===== src/hw/tcc_pkg.sv =====
/*
 Shared constants for the chained timer with buffered capture/compare.
 Assumes one system clock; mode encodings are 3-bit fields, the channel direction 2-bit, as documented.
*/
package tcc_pkg;
   // ----------------------------------------------------------------
   // Master output selection
   // ----------------------------------------------------------------
   localparam logic [2:0] TCC_MOS_RESET = 3'h0;
   localparam logic [2:0] TCC_MOS_ENABLE = 3'h1;
   localparam logic [2:0] TCC_MOS_UPDATE = 3'h2;
   localparam logic [2:0] TCC_MOS_CMP1 = 3'h4;
   // ----------------------------------------------------------------
   // Trigger input selection and slave modes
   // ----------------------------------------------------------------
   localparam logic [2:0] TCC_TIS_LINE1 = 3'h1;
   localparam logic [2:0] TCC_TIS_PIN1 = 3'h4;
   localparam logic [2:0] TCC_SMS_OFF = 3'h0;
   localparam logic [2:0] TCC_SMS_GATED = 3'h5;
   localparam logic [2:0] TCC_SMS_TRIGGER = 3'h6;
   localparam logic [2:0] TCC_SMS_EXTCLK = 3'h7;
   // ----------------------------------------------------------------
   // Channel direction and reset values
   // ----------------------------------------------------------------
   localparam logic [1:0] TCC_DIR_OUTPUT = 2'h0;
   localparam logic [15:0] TCC_COUNT_RESET = 16'h0000;
   localparam logic [15:0] TCC_CCV_RESET = 16'h0000;
   localparam logic [15:0] TCC_PSC_RESET = 16'h0000;
endpackage : tcc_pkg


===== src/hw/tcc_edge_sync.sv =====
/*
 Two-flop synchroniser with a rising-edge pulse on the synchronised level.
 Assumes the input is asynchronous to sys_clk.
*/
`timescale 1ns/10ps
module tcc_edge_sync (
   // Clock and reset
   input wire logic sys_clk,
   input wire logic rst,
   // Signal
   input wire logic async,
   output logic level,
   output logic rise
);
   import tcc_pkg::*;
   logic meta;
   logic last;

   // First flop feeds only the second
   always_ff @(posedge sys_clk or posedge rst) begin
      if (rst) begin
         meta <= 1'b0;
         level <= 1'b0;
      end else begin
         meta <= async;
         level <= meta;
      end
   end

   always_ff @(posedge sys_clk or posedge rst) begin
      if (rst) begin
         last <= 1'b0;
      end else begin
         last <= level;
      end
   end

   assign rise = level & ~last;
endmodule : tcc_edge_sync


===== src/hw/tcc_ccr_buffer.sv =====
/*
 One capture/compare value: preload and shadow pair with byte-wise access.
 Assumes byte strobes are one-cycle pulses from software on sys_clk.
*/
`timescale 1ns/10ps
module tcc_ccr_buffer (
   // Clock and reset
   input wire logic sys_clk,
   input wire logic rst,
   // Mode
   input wire logic [1:0] dirSelect,
   input wire logic [15:0] count,
   input wire logic capture,
   input wire logic updateEvent,
   // Byte access
   input wire logic writeHigh,
   input wire logic writeLow,
   input wire logic [7:0] writeData,
   input wire logic readHigh,
   input wire logic readLow,
   output logic [7:0] readHighData,
   output logic [7:0] readLowData,
   // Compare
   output logic [15:0] shadow,
   output logic captured
);
   import tcc_pkg::*;
   logic [15:0] preload;
   logic freeze;
   logic writeBlock;
   logic isOutput;

   assign isOutput = (dirSelect == TCC_DIR_OUTPUT);

   // --------------------------------------------------------------
   // Freeze and write blocking
   // --------------------------------------------------------------
   always_ff @(posedge sys_clk or posedge rst) begin
      if (rst) begin
         freeze <= 1'b0;
      end else if (isOutput) begin
         freeze <= 1'b0;
      end else if (readHigh) begin
         freeze <= 1'b1;
      end else if (readLow) begin
         freeze <= 1'b0;
      end
   end

   always_ff @(posedge sys_clk or posedge rst) begin
      if (rst) begin
         writeBlock <= 1'b0;
      end else if (writeLow) begin
         writeBlock <= 1'b0;
      end else if (writeHigh) begin
         writeBlock <= 1'b1;
      end
   end

   // --------------------------------------------------------------
   // Preload: bus writes land here in output direction only
   // --------------------------------------------------------------
   always_ff @(posedge sys_clk or posedge rst) begin
      if (rst) begin
         preload <= TCC_CCV_RESET;
      end else if (isOutput) begin
         if (writeHigh) begin
            preload[15:8] <= writeData;
         end
         if (writeLow) begin
            preload[7:0] <= writeData;
         end
      end else if (capture && !freeze && !readHigh) begin
         preload <= count;
      end else if (!capture && !freeze && !readHigh) begin
         preload <= shadow;
      end
   end

   // --------------------------------------------------------------
   // Shadow: compare copy or capture latch
   // --------------------------------------------------------------
   always_ff @(posedge sys_clk or posedge rst) begin
      if (rst) begin
         shadow <= TCC_CCV_RESET;
         captured <= 1'b0;
      end else begin
         captured <= !isOutput && capture;
         if (!isOutput && capture) begin
            shadow <= count;
         end else if (isOutput && !writeBlock && !writeHigh) begin
            shadow <= preload;
         end
      end
   end

   assign readHighData = preload[15:8];
   assign readLowData = preload[7:0];
   // updateEvent kept for future preload-enable; transfer is continuous
   logic unusedUpd;
   assign unusedUpd = updateEvent;
endmodule : tcc_ccr_buffer


===== src/hw/tcc_timer.sv =====
/*
 16-bit timer with master trigger output, slave trigger modes and a
 buffered capture/compare channel 1.
 Assumes control bits are plain ports driven by logic on sys_clk, and
 input_pin1 is an asynchronous pin.
*/
`timescale 1ns/10ps
module tcc_timer #(
   parameter int COUNT_WIDTH = 16
) (
   // Clock and reset
   input wire logic sys_clk,
   input wire logic rst,
   // Control bits
   input wire logic [2:0] master_output_select,
   input wire logic [2:0] trigger_input_select,
   input wire logic [2:0] slave_mode_select,
   input wire logic master_slave_align,
   input wire logic runSet,
   input wire logic runClear,
   input wire logic force_update_bit,
   input wire logic trigger_irq_enable,
   input wire logic triggerFlagClear,
   input wire logic [15:0] prescaleDivide,
   input wire logic [15:0] reloadValue,
   // Counter write
   input wire logic counterWrite,
   input wire logic [15:0] counterWriteData,
   // Trigger links and pin
   input wire logic internal_trigger_line1,
   input wire logic input_pin1,
   output logic trigger_out,
   // Channel 1
   input wire logic [1:0] channel_direction_select,
   input wire logic ccvWriteHigh,
   input wire logic ccvWriteLow,
   input wire logic [7:0] ccvWriteData,
   input wire logic ccvReadHigh,
   input wire logic ccvReadLow,
   output logic [7:0] ccvReadData,
   output logic compare1_reference,
   // Status
   output logic counter_run_bit,
   output logic [15:0] counter_value,
   output logic update_event,
   output logic trigger_flag,
   output logic triggerIrq
);
   import tcc_pkg::*;

   // Elaboration check: the datapath is 16 bits wide throughout
   if (COUNT_WIDTH != 16) begin : g_width_check
      $error("tcc_timer supports a 16-bit counter only");
   end

   // ----------------------------------------------------------------
   // Trigger input
   // ----------------------------------------------------------------
   logic pinLevel;
   logic pinRise;
   logic trigLevel;
   logic trigRise;
   logic trigFall;
   logic trigLast;

   tcc_edge_sync pinSync (
      .sys_clk(sys_clk),
      .rst(rst),
      .async(input_pin1),
      .level(pinLevel),
      .rise(pinRise)
   );

   // The trigger line comes from a timer on this clock: no synchroniser
   always_comb begin
      trigLevel = 1'b0;
      unique case (trigger_input_select)
         TCC_TIS_LINE1: trigLevel = internal_trigger_line1;
         TCC_TIS_PIN1: trigLevel = pinLevel;
         default: trigLevel = 1'b0;
      endcase
   end

   always_ff @(posedge sys_clk or posedge rst) begin
      if (rst) begin
         trigLast <= 1'b0;
      end else begin
         trigLast <= trigLevel;
      end
   end

   assign trigRise = (trigger_input_select == TCC_TIS_PIN1) ? pinRise
                     : (trigLevel & ~trigLast);
   assign trigFall = ~trigLevel & trigLast;

   // ----------------------------------------------------------------
   // Run bit and effective counter enable
   // ----------------------------------------------------------------
   logic trigStart;
   logic countEnable;
   logic alignedEnable;

   assign trigStart = (slave_mode_select == TCC_SMS_TRIGGER) && trigRise;

   always_ff @(posedge sys_clk or posedge rst) begin
      if (rst) begin
         counter_run_bit <= 1'b0;
      end else if (trigStart) begin
         counter_run_bit <= 1'b1;
      end else if (runClear) begin
         counter_run_bit <= 1'b0;
      end else if (runSet) begin
         counter_run_bit <= 1'b1;
      end
   end

   // Gated mode only qualifies the enable, never the clock
   assign countEnable = (counter_run_bit || trigStart)
      && ((slave_mode_select != TCC_SMS_GATED) || trigLevel);

   // Master delays its own prescaler so slaves that see trigger_out one
   // cycle late start on the same tick
   always_ff @(posedge sys_clk or posedge rst) begin
      if (rst) begin
         alignedEnable <= 1'b0;
      end else begin
         alignedEnable <= countEnable;
      end
   end

   // ----------------------------------------------------------------
   // Prescaler and counter
   // ----------------------------------------------------------------
   logic [15:0] prescale;
   logic psClockEn;
   logic tick;
   logic overflow;

   assign psClockEn = master_slave_align ? alignedEnable : countEnable;

   always_ff @(posedge sys_clk or posedge rst) begin
      if (rst) begin
         prescale <= TCC_PSC_RESET;
      end else if (force_update_bit) begin
         prescale <= TCC_PSC_RESET;
      end else if (psClockEn) begin
         if (prescale >= prescaleDivide) begin
            prescale <= TCC_PSC_RESET;
         end else begin
            prescale <= prescale + 16'h0001;
         end
      end
   end

   assign tick = (slave_mode_select == TCC_SMS_EXTCLK)
      ? trigRise
      : (psClockEn && (prescale >= prescaleDivide));
   assign overflow = tick && (counter_value >= reloadValue);

   always_ff @(posedge sys_clk or posedge rst) begin
      if (rst) begin
         counter_value <= TCC_COUNT_RESET;
      end else if (force_update_bit) begin
         counter_value <= TCC_COUNT_RESET;
      end else if (counterWrite) begin
         counter_value <= counterWriteData;
      end else if (overflow) begin
         counter_value <= TCC_COUNT_RESET;
      end else if (tick) begin
         counter_value <= counter_value + 16'h0001;
      end
   end

   always_ff @(posedge sys_clk or posedge rst) begin
      if (rst) begin
         update_event <= 1'b0;
      end else begin
         update_event <= overflow || force_update_bit;
      end
   end

   // ----------------------------------------------------------------
   // Trigger flag
   // ----------------------------------------------------------------
   logic trigEvent;

   assign trigEvent = ((slave_mode_select == TCC_SMS_GATED)
                       && counter_run_bit && (trigRise || trigFall))
      || trigStart
      || ((slave_mode_select == TCC_SMS_EXTCLK) && trigRise);

   always_ff @(posedge sys_clk or posedge rst) begin
      if (rst) begin
         trigger_flag <= 1'b0;
      end else if (trigEvent) begin
         trigger_flag <= 1'b1;
      end else if (triggerFlagClear) begin
         trigger_flag <= 1'b0;
      end
   end

   always_ff @(posedge sys_clk or posedge rst) begin
      if (rst) begin
         triggerIrq <= 1'b0;
      end else begin
         triggerIrq <= (trigEvent || (trigger_flag && !triggerFlagClear))
            && trigger_irq_enable;
      end
   end

   // ----------------------------------------------------------------
   // Channel 1
   // ----------------------------------------------------------------
   logic [15:0] shadow1;
   logic [7:0] highByte;
   logic [7:0] lowByte;
   logic capture1;

   assign capture1 = pinRise;

   tcc_ccr_buffer ccr1 (
      .sys_clk(sys_clk),
      .rst(rst),
      .dirSelect(channel_direction_select),
      .count(counter_value),
      .capture(capture1),
      .updateEvent(update_event),
      .writeHigh(ccvWriteHigh),
      .writeLow(ccvWriteLow),
      .writeData(ccvWriteData),
      .readHigh(ccvReadHigh),
      .readLow(ccvReadLow),
      .readHighData(highByte),
      .readLowData(lowByte),
      .shadow(shadow1),
      .captured()
   );

   always_ff @(posedge sys_clk or posedge rst) begin
      if (rst) begin
         ccvReadData <= 8'h00;
      end else if (ccvReadHigh) begin
         ccvReadData <= highByte;
      end else if (ccvReadLow) begin
         ccvReadData <= lowByte;
      end
   end

   // Reference: high while the counter is below the shadow value, in output direction only
   always_ff @(posedge sys_clk or posedge rst) begin
      if (rst) begin
         compare1_reference <= 1'b0;
      end else begin
         compare1_reference <= (channel_direction_select == TCC_DIR_OUTPUT)
            && (counter_value < shadow1);
      end
   end

   // ----------------------------------------------------------------
   // Master trigger output
   // ----------------------------------------------------------------
   always_ff @(posedge sys_clk or posedge rst) begin
      if (rst) begin
         trigger_out <= 1'b0;
      end else if (master_output_select[2]) begin
         trigger_out <= (counter_value < shadow1)
            && (channel_direction_select == TCC_DIR_OUTPUT);
      end else begin
         unique case (master_output_select[1:0])
            TCC_MOS_ENABLE[1:0]: trigger_out <= countEnable;
            TCC_MOS_UPDATE[1:0]: trigger_out <= overflow
               || force_update_bit;
            default: trigger_out <= force_update_bit;
         endcase
      end
   end
endmodule : tcc_timer


===== config.mk =====
export PLATFORM = sky130hd
export DESIGN_NAME = tcc_timer
export DESIGN_NICKNAME = d
export VERILOG_FILES = /design/src/hw/tcc_pkg.sv /design/src/hw/tcc_edge_sync.sv /design/src/hw/tcc_ccr_buffer.sv /design/src/hw/tcc_timer.sv
export SDC_FILE = /design/constraint.sdc
export NUM_CORES = 1
export LEC_CHECK = 0
export BUFFER_PORTS_ARGS = -buffer_cell sky130_fd_sc_hd__buf_2
export CORE_AREA = 4 4 140 129
export DETAILED_ROUTE_END_ITERATION = 12
export DIE_AREA = 0 0 144 133
export GPL_ROUTABILITY_DRIVEN = 0
export HOLD_SLACK_MARGIN = 0.08
export SLEW_MARGIN = 40
export SYNTH_ARGS = -nofsm -noshare
export SYNTH_HDL_FRONTEND = slang
export SYNTH_HIERARCHICAL = 1
export SYNTH_SLANG_ARGS = --single-unit
export TNS_END_PERCENT = 100

===== constraint.sdc =====
create_clock -name sys_clk -period 2.9 [get_ports sys_clk]
set_clock_uncertainty 0.1 [all_clocks]
set_input_delay 0.29 -clock sys_clk [delete_from_list [all_inputs] [get_ports sys_clk]]
set_output_delay 0.29 -clock sys_clk [all_outputs]
set_load 0.01 [all_outputs]

==> run_results.csv <==
group,metric,value,unit
flow_run,drv_cap,0,
critical_path,cp.depth,8,
sta,slew_viol_final,0,
critical_path,crit_end,"counter_value[9]",
cts,clk_pin_slew,0.07,ns
sta,rsz0062_at_grt,"false",
power,p_per_area,486,nW/um^2
layout,syn2layout_area_growth,22.7,%
sta,fin_crit,2.69,ns
critical_path,worst_r2r_path_depth,8,
global_route,overflow,0,
sta,relSlewSlack,51.6,%
floorplanning,io_pins,112,
global_route,grt.met2_usage,23.5,%
critical_path,endpoint_kind,"register",
sta,fmax,371,MHz
hold_path,min_path_type,"in2reg",
cts,clk_path_buf_depth,2,
synth,synth_nets,783,
critical_path,crit_path_start_kind,"register",
critical_path,critPathSlowestCell,"or4b_1",
route,wl_per_cell,15.7,um
critical_path,crit_path_max_incr_delay,0.52,ns
floorplanning,core,16600,sq um
critical_path,cpLargestDelayFamily,"simple AND/OR/NAND/NOR gates",
place,port_buffers,111,
place,post_dp_cell_area,6790,sq um
layout,fin_cells,1006,
layout,mostFrequentLayoutCells,"buf_2, dfrtp_1, inv_1",
route,dr.first_iter.drc_count,322,
power,ir_worst_vdd,0.294,mV
floorplanning,start_util,35.1,%
floorplanning,rows,45,
cts,htree_levels,3,
route,viasPerCell,5.26,
sta,finalHoldWorstSlack,0.107,ns
critical_path,criticalPathCategory,"reg2reg",
place,place_ws,0.188,ns
floorplanning,dieArea,19200,sq um
critical_path,path_cells,"ha_1, and4_1, nand4_1, o21ai_2, a31oi_4, buf_12, or4b_1, a311oi_2",
global_route,grt_pass1_wl,25.7,mm
sta,worst_pin_slew,0.726,ns
synth,netlist_instances,650,
sta,hold_viol,0,
place,post-place-cells,983,
critical_path,regToRegSetupSlack,0.21,ns
floorplanning,die_h,133,um
route,drtAntennaViolNets,0,
cts,cts-root-buf,"clkbuf_16",
cts,insertion_delay,0.35,ns
global_route,grtUsageMet3,3.61,%
global_route,grtUsageTotal,16.7,%
global_route,use_met1,25.2,%
critical_path,critPathLaunch,"prescale[12]",
critical_path,worstReg2RegStart,"prescale[12]",
sta,setup_slack,0.208,ns
layout,fin_nets,923,
layout,n_antenna_cell,0,
global_route,antenna_found_initial,0,
route,drc,0,
layout,postLayoutCellArea,7160,sq um
layout,final_common_cell,"buf_2",
route,drtPass1Iterations,4,
cts,cts_tree,"built",
cts,cts.sink_count,85,
sta,period_share,92.8,%
critical_path,cp.required,3.06,ns
floorplanning,die_w,144,um
global_route,grt_max_degree,35,
run_status,status,"complete, no violations",
synth,yosysWarnings,6,
critical_path,reg2reg_to,"counter_value[9]",
sta,tns,0,ns
critical_path,path_buf_inv,1,
cts,cts-buffers-inserted,9,
critical_path,cp_max_fo,32,
power,leakagePower,3.56,nW
synth,postSynthAreaPerCell,8.98,sq um
synth,synth.cell_area,5840,sq um
critical_path,worstPathArrival,2.85,ns
global_route,grt_pass1_vias,5106,
route,routed_wl,15.8,mm
place,dp_hpwl,12.2,mm
global_route,top_usage_layer,"met1",
layout,drive_above_1_share,24.5,%
sta,setup_viol_count_final,0,
route,via_count,5294,
-- registers in the layout, indices dropped and copies added (netlist names) --
name and count:
ccr1/freeze 1, pinSync/last 1, prescale 16, pinSync/meta 1
update_event 1, ccvReadData 8, alignedEnable 1, ccr1/preload 16
trigLast 1, ccr1/writeBlock 1, triggerIrq 1, pinSync/level 1
ccr1/shadow 16, trigger_flag 1, counter_value 16, compare1_reference 1
counter_run_bit 1, trigger_out 1
-- worst min path at each step --
stage	from	end	slack, ns	cells past startpoint
CTS	slave_mode_select[0]	counter_run_bit	0.08	2
global placement	rst	pinSync/meta	0.1	2
global route	runSet	counter_run_bit	0.1	3
finish	runSet	counter_run_bit	0.11	3
detailed placement	rst	pinSync/meta	0.09	2
floorplan	rst	pinSync/last	-0.06	1
-- tightest hold or removal path, cell delays in order --
cell	delay, ns
buf_2	0.07
nor2_1	0.03
o22ai_1	0.11
-- power by group --
group	switching, mW	total, mW	internal [mW]
registers	0.120	1.45	1.33
clock network	0.531	1.21	0.682
logic	0.455	0.814	0.359
-- cell type report --
class,instances,area (sq um)
inverter,78,293
clock buffer,9,225
timing repair buffer,153,901
multi-input combinational,463,3270
fill,1655,9450
tap,211,264
sequential,85,2130
clock inverter,7,78.8
-- through the flow --
step / utilization, % / total power [mW]
2_1_floorplan: - / 1.96
3_3_place_gp: 40.9 / 2.27
3_5_place_dp: 40.9 / 2.28
4_1_cts: 43.1 / 3.52
5_1_grt: 43.1 / 3.69
6_report: 43.1 / 3.48
-- timing repair --
item                                    in CTS  in global routing
hold buffers                                 7                  0
resized for setup                            0                  1
buffers inserted                             0                  0
hold endpoints to repair                    68                  0
endpoints found under the setup margin       0                  3
-- layer usage --
metal / vias to the layer above / wire, um
met1: 2494 / 8140
li1: 2641 / -
met4: 0 / 330
met2: 136 / 6460
met3: 23 / 899
met5: - / 0
(Power assumes the default switching activity.)
